<file path="src/hw/bbx_pkg.sv">
/*
  bbx_pkg: shared constants and carrier structs for the branch and bit-set
  execution block. Assumes a 16-bit instruction word and a byte-addressed
  program counter of 21 bits.
*/
`default_nettype none
package bbx_pkg;

  localparam int PC_W = 21;

  // opcode field layout
  localparam logic [4:0] RJMP_OPC       = 5'h1a;   // 1101 0
  localparam int         RJMP_OPC_LSB   = 11;
  localparam int         RJMP_OFS_W     = 11;
  localparam logic [7:0] JNZ_OPC        = 8'he1;   // 1110 0001
  localparam int         JNZ_OPC_LSB    = 8;
  localparam int         JNZ_OFS_W      = 8;
  localparam logic [3:0] SETB_OPC       = 4'h8;    // 1000
  localparam int         SETB_OPC_LSB   = 12;
  localparam int         SETB_BIT_LSB   = 9;
  localparam int         SETB_BANK_POS  = 8;

  // addressing
  localparam logic [7:0] ILO_LIMIT      = 8'h5f;   // indexed literal offset at or below
  localparam logic [7:0] ACC_LOW_LIMIT  = 8'h5f;   // access bank low half ends here
  localparam logic [3:0] ACC_HIGH_BANK  = 4'hf;    // access bank upper half maps here
  localparam int         DADDR_W        = 12;

  // step sizes and reset values
  localparam logic [PC_W-1:0] PC_STEP   = 21'h000002;
  localparam logic [PC_W-1:0] PC_RST    = 21'h000000;
  localparam logic [3:0]      BANK_RST  = 4'h0;

  typedef enum logic [3:0] {
    Q1 = 4'b0001,
    Q2 = 4'b0010,
    Q3 = 4'b0100,
    Q4 = 4'b1000
  } bbx_phase_e;

  typedef struct packed {
    logic                wr;
    logic [DADDR_W-1:0]  addr;
    logic [7:0]          data;
  } bbx_dmem_wr_s;

  typedef struct packed {
    logic                is_rjmp;
    logic                is_jnz;
    logic                is_setb;
    logic [PC_W-1:0]     ofs2;      // sign-extended offset times two
    logic [2:0]          bit_idx;
    logic                bank_flag;
    logic [7:0]          faddr;
  } bbx_dec_s;

endpackage : bbx_pkg
`default_nettype wire

</file>
<file path="src/hw/bbx_exec.sv">
/*
  bbx_exec: executes the relative jump, jump-if-nonzero and set-single-bit
  operations over a four-phase instruction cycle. Assumes the fetch unit
  holds instr_in stable from Q1 to Q4, that the data memory answers a read
  address combinationally within the same phase, and that the core
  supplies the zero flag, bank select and index register levels.
*/
`timescale 1ns/1ps
`default_nettype none

// Overview of operation
// - relative jump: 11010 plus 11-bit signed offset
// - jump target is pc plus two plus 2n
// - relative jump: two cycles, second flushes prefetch
// - zero set: continue at pc plus two
// - set bit: force one bit, others unchanged
// - bank flag picks access bank or bank select
// - extended set, flag clear, addr<=95: indexed offset
// - nonzero jump: 11100001, 8-bit offset, zero clear
module bbx_exec (
  // clock and reset
  input  wire logic                      clk_in,
  input  wire logic                      rst_n_in,
  // instruction and core state
  input  wire logic [15:0]               instr_in,
  input  wire logic                      zero_flag_in,
  input  wire logic [3:0]                bank_select_register_in,
  input  wire logic                      ext_set_en_in,
  input  wire logic [bbx_pkg::DADDR_W-1:0] index_base_in,
  // data memory read
  input  wire logic [7:0]                dmem_rdata_in,
  output logic [bbx_pkg::DADDR_W-1:0]    dmem_raddr_out,
  // data memory write
  output var bbx_pkg::bbx_dmem_wr_s      dmem_wr_out,
  // program flow
  output logic [bbx_pkg::PC_W-1:0]       pc_out,
  output logic                           flush_out,
  output logic [3:0]                     phase_out
);

  bbx_pkg::bbx_dec_s dec;

  bbx_decode u_decode (
    .instr_in (instr_in),
    .dec_out  (dec)
  );

  bbx_pkg::bbx_phase_e phase_ff, nxt_phase;
  logic [bbx_pkg::PC_W-1:0]    pc_ff;
  logic                        flush_ff;
  logic                        flush_cyc_ff;
  logic [7:0]                  rdata_ff;
  logic [7:0]                  mod_ff;
  logic [bbx_pkg::DADDR_W-1:0] addr_ff;
  logic [bbx_pkg::DADDR_W-1:0] raddr_ff;
  bbx_pkg::bbx_dmem_wr_s       wr_ff;

  always_comb begin
    case (phase_ff)
      bbx_pkg::Q1: nxt_phase = bbx_pkg::Q2;
      bbx_pkg::Q2: nxt_phase = bbx_pkg::Q3;
      bbx_pkg::Q3: nxt_phase = bbx_pkg::Q4;
      bbx_pkg::Q4: nxt_phase = bbx_pkg::Q1;
      default:     nxt_phase = bbx_pkg::Q1;
    endcase
  end

  // an instruction during a flush cycle is the discarded prefetch
  wire logic live = !flush_cyc_ff;

  // effective data address; the indexed sum wraps inside the 12-bit data
  // space, so an index near the top reaches bank 0 without any warning
  wire logic use_ilo   = !dec.bank_flag && ext_set_en_in
                         && (dec.faddr <= bbx_pkg::ILO_LIMIT);
  wire logic acc_low   = dec.faddr <= bbx_pkg::ACC_LOW_LIMIT;
  wire logic [bbx_pkg::DADDR_W-1:0] ilo_addr =
    index_base_in + {4'h0, dec.faddr};
  wire logic [bbx_pkg::DADDR_W-1:0] acc_addr =
    acc_low ? {4'h0, dec.faddr} : {bbx_pkg::ACC_HIGH_BANK, dec.faddr};
  wire logic [bbx_pkg::DADDR_W-1:0] bank_addr =
    {bank_select_register_in, dec.faddr};
  wire logic [bbx_pkg::DADDR_W-1:0] eff_addr =
    dec.bank_flag ? bank_addr : (use_ilo ? ilo_addr : acc_addr);

  // program counter update
  wire logic [bbx_pkg::PC_W-1:0] pc_inc = pc_ff + bbx_pkg::PC_STEP;
  wire logic [bbx_pkg::PC_W-1:0] pc_tgt = pc_inc + dec.ofs2;
  wire logic take_jump = live && (dec.is_rjmp || (dec.is_jnz && !zero_flag_in));
  // not taken (zero set) falls through to the plain increment
  wire logic [bbx_pkg::PC_W-1:0] pc_commit = take_jump ? pc_tgt : pc_inc;

  // only the addressed bit is forced; no status flag is touched here
  wire logic [7:0] set_mask = 8'h01 << dec.bit_idx;
  wire logic [7:0] set_data = rdata_ff | set_mask;
  wire logic       do_setb  = live && dec.is_setb;

  // quarter strobes
  wire logic at_q1;
  wire logic at_q2;
  wire logic at_q3;
  wire logic at_q4;
  assign at_q1 = (phase_ff == bbx_pkg::Q1);
  assign at_q2 = (phase_ff == bbx_pkg::Q2);
  assign at_q3 = (phase_ff == bbx_pkg::Q3);
  assign at_q4 = (phase_ff == bbx_pkg::Q4);

  // next values: a register loads only in its own quarter, so a word that
  // changes after Q1 cannot move the address of a read-modify-write under way,
  // but its bit index is still taken at Q3 and its opcode gates the write at Q4
  wire logic [bbx_pkg::DADDR_W-1:0] nxt_raddr;
  wire logic [bbx_pkg::DADDR_W-1:0] nxt_addr;
  wire logic [7:0]                  nxt_rdata;
  wire logic [7:0]                  nxt_mod;
  wire logic [bbx_pkg::PC_W-1:0]    nxt_pc;
  wire logic                        nxt_flush;
  wire logic                        nxt_flush_cyc;
  wire bbx_pkg::bbx_dmem_wr_s       nxt_wr;
  assign nxt_raddr     = at_q1 ? eff_addr : raddr_ff;
  assign nxt_addr      = at_q1 ? eff_addr : addr_ff;
  assign nxt_rdata     = at_q2 ? dmem_rdata_in : rdata_ff;
  assign nxt_mod       = at_q3 ? set_data : mod_ff;
  assign nxt_pc        = at_q4 ? pc_commit : pc_ff;
  assign nxt_flush     = at_q4 ? take_jump : flush_ff;
  assign nxt_flush_cyc = at_q4 ? take_jump : flush_cyc_ff;
  // the write strobe is a one-clock pulse in the slot after Q4; address and
  // data hold afterwards so a slow memory may still sample them
  assign nxt_wr.wr     = at_q4 && do_setb;
  assign nxt_wr.addr   = at_q4 ? addr_ff : wr_ff.addr;
  assign nxt_wr.data   = at_q4 ? mod_ff : wr_ff.data;

  // the quarter counter runs free; only reset realigns it with the fetch
  // unit, which must start its first word in the clock after release
  always_ff @(posedge clk_in) begin
    if (!rst_n_in) begin
      phase_ff <= bbx_pkg::Q1;
    end else begin
      phase_ff <= nxt_phase;
    end
  end

  // program flow
  always_ff @(posedge clk_in) begin
    if (!rst_n_in) begin
      pc_ff <= bbx_pkg::PC_RST;
    end else begin
      pc_ff <= nxt_pc;
    end
  end

  // a taken jump blanks exactly the next instruction cycle
  always_ff @(posedge clk_in) begin
    if (!rst_n_in) begin
      flush_ff <= 1'b0;
    end else begin
      flush_ff <= nxt_flush;
    end
  end

  // flush_cyc_ff mirrors flush_ff so the execution gate never loads the
  // output; synthesis may merge the two
  always_ff @(posedge clk_in) begin
    if (!rst_n_in) begin
      flush_cyc_ff <= 1'b0;
    end else begin
      flush_cyc_ff <= nxt_flush_cyc;
    end
  end

  // read-modify-write path
  always_ff @(posedge clk_in) begin
    if (!rst_n_in) begin
      raddr_ff <= '0;
    end else begin
      raddr_ff <= nxt_raddr;
    end
  end

  always_ff @(posedge clk_in) begin
    if (!rst_n_in) begin
      addr_ff <= '0;
    end else begin
      addr_ff <= nxt_addr;
    end
  end

  // read data is taken at the Q2 edge only: the memory has one clock to answer
  always_ff @(posedge clk_in) begin
    if (!rst_n_in) begin
      rdata_ff <= 8'h00;
    end else begin
      rdata_ff <= nxt_rdata;
    end
  end

  always_ff @(posedge clk_in) begin
    if (!rst_n_in) begin
      mod_ff <= 8'h00;
    end else begin
      mod_ff <= nxt_mod;
    end
  end

  always_ff @(posedge clk_in) begin
    if (!rst_n_in) begin
      wr_ff <= '0;
    end else begin
      wr_ff <= nxt_wr;
    end
  end

  assign dmem_raddr_out = raddr_ff;
  assign dmem_wr_out    = wr_ff;
  assign pc_out         = pc_ff;
  assign flush_out      = flush_ff;
  assign phase_out      = phase_ff;

endmodule : bbx_exec
`default_nettype wire

</file>
<file path="src/hw/bbx_decode.sv">
/*
  bbx_decode: pure combinational decode of one instruction word into the
  carrier struct. Assumes the word is stable for the whole instruction cycle.
*/
`timescale 1ns/1ps
`default_nettype none
module bbx_decode (
  // instruction in
  input  wire logic [15:0]       instr_in,
  // decoded fields out
  output var  bbx_pkg::bbx_dec_s dec_out
);

  function automatic logic [bbx_pkg::PC_W-1:0] sext2(input logic [10:0] v, input int w);
    logic [bbx_pkg::PC_W-1:0] r;
    r = '0;
    for (int i = 0; i < bbx_pkg::PC_W; i++) begin
      r[i] = (i == 0) ? 1'b0 : ((i - 1 < w) ? v[i - 1] : v[w - 1]);
    end
    return r;
  endfunction : sext2

  wire logic is_rjmp = (instr_in[15:bbx_pkg::RJMP_OPC_LSB] == bbx_pkg::RJMP_OPC);
  wire logic is_jnz  = (instr_in[15:bbx_pkg::JNZ_OPC_LSB] == bbx_pkg::JNZ_OPC);
  wire logic is_setb = (instr_in[15:bbx_pkg::SETB_OPC_LSB] == bbx_pkg::SETB_OPC);

  wire logic [bbx_pkg::PC_W-1:0] ofs_long  = sext2(instr_in[10:0], bbx_pkg::RJMP_OFS_W);
  wire logic [bbx_pkg::PC_W-1:0] ofs_short = sext2({3'h0, instr_in[7:0]}, bbx_pkg::JNZ_OFS_W);

  assign dec_out.is_rjmp   = is_rjmp;
  assign dec_out.is_jnz    = is_jnz;
  assign dec_out.is_setb   = is_setb;
  assign dec_out.ofs2      = is_rjmp ? ofs_long : ofs_short;
  assign dec_out.bit_idx   = instr_in[11:bbx_pkg::SETB_BIT_LSB];
  assign dec_out.bank_flag = instr_in[bbx_pkg::SETB_BANK_POS];
  assign dec_out.faddr     = instr_in[7:0];

endmodule : bbx_decode
`default_nettype wire

</file>
<file path="config.mk">
export PLATFORM = sky130hd
export DESIGN_NAME = bbx_exec
export DESIGN_NICKNAME = d
export VERILOG_FILES = /design/src/hw/bbx_pkg.sv /design/src/hw/bbx_exec.sv /design/src/hw/bbx_decode.sv
export SDC_FILE = /design/constraint.sdc
export NUM_CORES = 1
export LEC_CHECK = 0
export BUFFER_PORTS_ARGS = -buffer_cell sky130_fd_sc_hd__buf_2
export CAP_MARGIN = 25
export CORE_MARGIN = 10
export CORE_UTILIZATION = 55
export DETAILED_ROUTE_END_ITERATION = 8
export GPL_TIMING_DRIVEN = 0
export PLACE_DENSITY = 0.8
export SLEW_MARGIN = 20
export SYNTH_ARGS = -nofsm -noshare
export SYNTH_HDL_FRONTEND = slang
export SYNTH_SLANG_ARGS = --single-unit
</file>
<file path="constraint.sdc">
create_clock -name clk_in -period 3.8 [get_ports clk_in]
set_input_delay 0.19 -clock clk_in [delete_from_list [all_inputs] [get_ports clk_in]]
set_output_delay 0.19 -clock clk_in [all_outputs]
set_load 0.01 [all_outputs]
</file>
== Yosys cells after proc, flatten, opt, wreduce, memory -nomap -nowiden ==
Index checks and enable logic that the tools add are counted.
Word-level totals
  register bits after elaboration: 75
  logic and storage cells: 38
  output and inout port bits: 59
  input bits: 44
Operators by class
  add/sub/neg operators: 3
  equality and inequality tests: 7
  magnitude comparators: 1
  shifts and indexed selects: 1
  multiplexer cells: 6
  bitwise gates (word level): 1
  reductions and logical operators: 10
Operators by type and width (number)
  21-bit 2-to-1 mux: 2
  12-bit 2-to-1 mux: 3
  21-bit by 2-bit adder with 21-bit output (second input constant): 1
  21-bit adder: 1
  12-bit by 8-bit adder with 12-bit output: 1
  4-bit one-hot mux with 3 select lines: 1
  4-bit == test (second input constant): 2
  8-bit == test (second input constant): 1
  8-bit by 7-bit <= comparator with 1-bit output (second input constant): 1
  8-bit bitwise OR: 1
  1-bit by 3-bit left shift with 8-bit output (first input constant): 1
  1-bit logical AND: 6
  5-bit == test (second input constant): 1
  4-bit by 1-bit == test with 1-bit output (second input constant): 1
  4-bit by 2-bit == test with 1-bit output (second input constant): 1
  4-bit by 3-bit == test with 1-bit output (second input constant): 1
  1-bit zero test: 3
  1-bit logical OR: 1

== Depth between registers and ports, before layout ==
  depth after elaboration: 5
  gate-level depth with buffers: 14
  depth with buffers taken out: 13

== Modules after synthesis ==
From an unflattened synthesis, not the netlist that was laid out.
Unflattened totals
  cell total of the unflattened synthesis: 676
  area, all modules: 5316.3 um2
By module, submodules not included
  bbx_exec: cells an instance 631, area an instance 4967.3 um2, sequential area each 1501.4 um2, instances 1
  bbx_decode: cells an instance 45, area an instance 349.1 um2, sequential area each 0.0 um2, instances 1

== Worst setup path after synthesis ==
OpenSTA, ideal clock, no wires.
  path type: reg2reg
  start point: register pc_ff, in the netlist pc_out[1]
  end point: register pc_ff, in the netlist pc_out[17]
  cell stages (with the launch flop): 14
  setup slack: 0.864 ns
  arrival time: 2.857 ns
  library setup time: 0.079 ns
  data required time: 3.721 ns
  clock period less this slack: 2.936 ns
  cells stage by stage: dfxtp_1 ha_1 nand3_2 nor2_4 and4_1 xor2_1 ha_1 nand2_1 o21ai_0 a31oi_1 o21ba_2 nor3_1 mux2_2 a22oi_1
On the way
  cells in the longest elaborated chain, start to end: 3
RTL lines
  start: declaration: RTL line bbx_exec.sv:49  | logic [bbx_pkg::PC_W-1:0] pc_ff;
  start signal: assignment: RTL line bbx_exec.sv:144  | pc_ff <= bbx_pkg::PC_RST;
  start signal: assignment: RTL line bbx_exec.sv:146  | pc_ff <= nxt_pc;
  21-bit by 2-bit adder with 21-bit output (*): RTL line bbx_exec.sv:86  | wire logic [bbx_pkg::PC_W-1:0] pc_inc = pc_ff + bbx_pkg::PC_STEP;
  21-bit adder: RTL line bbx_exec.sv:87  | wire logic [bbx_pkg::PC_W-1:0] pc_tgt = pc_inc + dec.ofs2;
  21-bit 2-to-1 mux (*): RTL line bbx_exec.sv:90  | wire logic [bbx_pkg::PC_W-1:0] pc_commit = take_jump ? pc_tgt : pc_inc;
Mark *: on every way between the ends. The rest lies on a longest branch, timed or not.
A chain may end at the register's enable or synchronous reset.

== Worst setup path after layout ==
  start point: register pc_ff, in the netlist pc_out[1]
  end point: register pc_ff, in the netlist pc_out[18]
Same word-level chain as after synthesis.

==> flow_metrics.tcl <==
set metrics [dict create \
    required_ns 4.02 \
    worst_pin_slew_ns 0.721 \
    antenna_found_initial 0 \
    viasPerCell 6.07 \
    cts_tree "built" \
    initial_core_util_pct 57.4 \
    clock_latency_ns 0.35 \
    vias 5036 \
    ys_ff_latch 74 \
    setup_tns_ns 0 \
    crit_family "simple AND/OR/NAND/NOR gates" \
    crit_path_cell_trace "ha_1, nand3_2, nor4_4, nand3_1, xnor2_1, ha_1, clkbuf_1, nand2_1, nor2_1, a211oi_1, o21ai_0, a21oi_1, xor2_1, a21oi_1" \
    drtIter0Drc 461 \
    routabilityCongestion 0.930 \
    synthFlopType "dfxtp_1" \
    route.detailed.wl_per_inst_um 18.0 \
    path_max_fanout 9 \
    status "finished, final reports clean" \
    finClkSkew_ns 0.00768 \
    die_y_um 113 \
    root_buffer "clkbuf_8" \
    p_leak_uw 0.00236 \
    power.switching_uw 587 \
    cts_resized 0 \
    grt_overflow 0 \
    critPathArrivalTime_ns 3.72 \
    rsz0062_at_grt "no" \
    combPwrFrac_pct 19.0 \
    pwr-share-clk_pct 36.7 \
    min_from "instr_in[14]" \
    post_cts_buffers 0 \
    async_flop_share_pct 0 \
    grt_max_degree 14 \
    mostFrequentLayoutCell "buf_2" \
    power_density_nw_per_um2 347 \
    max_freq_mhz 285 \
    clkTransAtPathRegs_ns 0.08 \
    cts_num_sinks 74 \
    nets 794 \
    finalMaxSlewViolations 0 \
    clockBufferDepth 2 \
    min_period_ns 3.50 \
    report.final.hold_viol_count 0 \
    antenna_cells 0 \
    drive_gt1_share_pct 21.2 \
    mostFrequentLayoutCells "108 x buf_2, 102 x nand2_1, 81 x a21oi_1, 74 x dfxtp_1, 42 x o21ai_0" \
    yosysUniqueCellTypes 67 \
    grt_pass1_wl_um 24200 \
    start_kind "flip-flop" \
    firstDrtPassIters 6 \
    multi_input_area_um2 3100 \
    ant_nets 0 \
    crit_buf_inv 1 \
    hp-class "in2reg" \
    place_hpwl_um 11500 \
    grt_use_total_pct 22.5 \
    worstSetupPathType "reg2reg" \
    min_period_over_period_pct 92.2 \
    synth-edff-count 0 \
    cap_viol_max_count 0 \
    regArea_um2 1480 \
    grt_pass1_vias 4895 \
    core_area_um2 8340 \
    cts_hold_buffers 0 \
    r2r-start "pc_out[1]" \
    worstSetupStartpoint "pc_out[1]" \
    switching_share_pct 29.9 \
    fillers 727 \
    routed_wl_um 14900 \
    slowest_delay_ns 0.48 \
    cts_buffers 9 \
    power_frac_seq_pct 44.3 \
    dieWidth_um 113 \
    syn_avg_cell_area_um2 7.87 \
    syn_nets 682 \
    synthesis.instances 608 \
    total_power_uw 1970 \
    io_buffers 101 \
    vdd_drop_max_mv 0.250 \
    rows 33 \
    slowest_stage "dfxtp_1" \
    cp-end-kind "flip-flop" \
    drc 0 \
    ys_warn_count 0 \
    synthesis.area_um2 4790 \
    syn_to_final_growth_pct 18.2 \
    htree_num_levels 3 \
    synth-seq-area-share_pct 31.0 \
    die-area_um2 12800 \
    relSlewSlack_pct 51.8 \
    p_int_uw 1380 \
    setup_viol 0 \
    pin_count 103 \
]
## synthesized netlist by cell type, types with 3 or more instances
cell | n | area (um^2)
a211oi_1 | 6 | 45.0
a21boi_0 | 3 | 22.5
a21o_1 | 6 | 45.0
a21oi_1 | 81 | 405
a22oi_1 | 3 | 22.5
a311oi_1 | 5 | 43.8
a31oi_1 | 11 | 68.8
and2_1 | 6 | 37.5
and3_1 | 3 | 18.8
and4_1 | 4 | 35.0
buf_2 | 7 | 35.0
clkbuf_1 | 21 | 78.8
dfxtp_1 | 74 | 1480
ha_1 | 28 | 350
inv_1 | 17 | 63.8
mux2_2 | 4 | 45.0
nand2_1 | 102 | 383
nand3_1 | 14 | 70.1
nand4_1 | 8 | 50.1
nor2_1 | 31 | 116
nor2b_1 | 6 | 37.5
nor3_1 | 10 | 50.1
nor3b_1 | 3 | 22.5
nor4_1 | 3 | 18.8
nor4b_2 | 4 | 60.1
o211ai_1 | 3 | 22.5
o21a_1 | 3 | 22.5
o21ai_0 | 42 | 210
o21ai_1 | 3 | 15.0
o21bai_1 | 4 | 30.0
o221ai_1 | 7 | 61.3
o311ai_0 | 3 | 26.3
xnor2_1 | 30 | 263
xor2_1 | 9 | 78.8
## final cells by class
cell class                      count  area share (%)
Buffer                             32            2.37
Inverter                           18            1.19
Clock inverter                      5            1.50
Timing Repair Buffer              101            8.93
Tap cell                          105            2.32
Multi-Input combinational cell    484            54.8
Sequential cell                    74            26.2
Clock buffer                       11            2.68
## power by group through the flow
stage                     combinational (uW)  sequential [uW]  clock (uW)
after floorplan                          214              892           0
after global placement                   358              883           0
after detailed placement                 369              886           0
after CTS                                371              869         718
after global routing                     413              876         756
final                                    373              871         721
## layer usage
| metal | global-route usage, % | vias to the layer above | share of wire (%) |
|---|---|---|---|
| met1 | 28.4 | 2348 | 41 |
| met3 | 4.07 | 28 | 7.9 |
| met2 | 37.8 | 239 | 48 |
| met4 | 7.02 | 0 | 2.3 |
| met5 | 0 | - | 0 |
| li1 | - | 2421 | - |
## path summary, 6_finish.rpt
kind	cells after the start	end	slack [ns]
worst min-delay path	2	dmem_wr_out[20]	0.05
worst min register to register	2	dmem_wr_out[1]	0.45
worst max-delay path	14	pc_out[18]	0.30
worst max register to register	14	pc_out[18]	0.30
## metrics by stage
step | utilization [%] | hold WS (ns) | instances | area (um^2) | setup WS, ns
3_5_place_dp | 65.0 | 0.406 | 814 | 5420 | 0.415
2_1_floorplan | - | 0.265 | 608 | 4790 | 0.864
4_1_cts | 67.9 | 0.0377 | 830 | 5660 | 0.396
6_report | 67.9 | 0.0498 | 830 | 5660 | 0.297
5_1_grt | 67.9 | 0.0572 | 830 | 5660 | 0.0767
3_3_place_gp | 65.0 | 0.402 | 814 | 5420 | 0.435
## worst reg2reg max path: stages (launching register included)
cell and delay, ns:
dfxtp_1 0.48, ha_1 0.33, nand3_2 0.22, nor4_4 0.47
nand3_1 0.16, xnor2_1 0.21, ha_1 0.26, clkbuf_1 0.20
nand2_1 0.10, nor2_1 0.04, a211oi_1 0.27, o21ai_0 0.14
a21oi_1 0.20, xor2_1 0.21, a21oi_1 0.09
## kinds of logic after synthesis
kind of cell / Yosys count / share of synthesized area, %
simple gates: 208 / 22.1
other cells: 1 / 0.0784
fa+ha+maj: 30 / 8.16
xor+xnor: 39 / 7.14
mux: 6 / 1.36
flops: 74 / 31.0
buf+inv: 50 / 4.21
compound gates: 200 / 26.0
## flip-flops by register name, indices dropped and copies added (netlist names)
register	flops
dmem_raddr_out	12
dmem_wr_out	21
flush_out	1
mod_ff	8
pc_out	20
phase_out	4
rdata_ff	8
(Power assumes the default switching activity.)
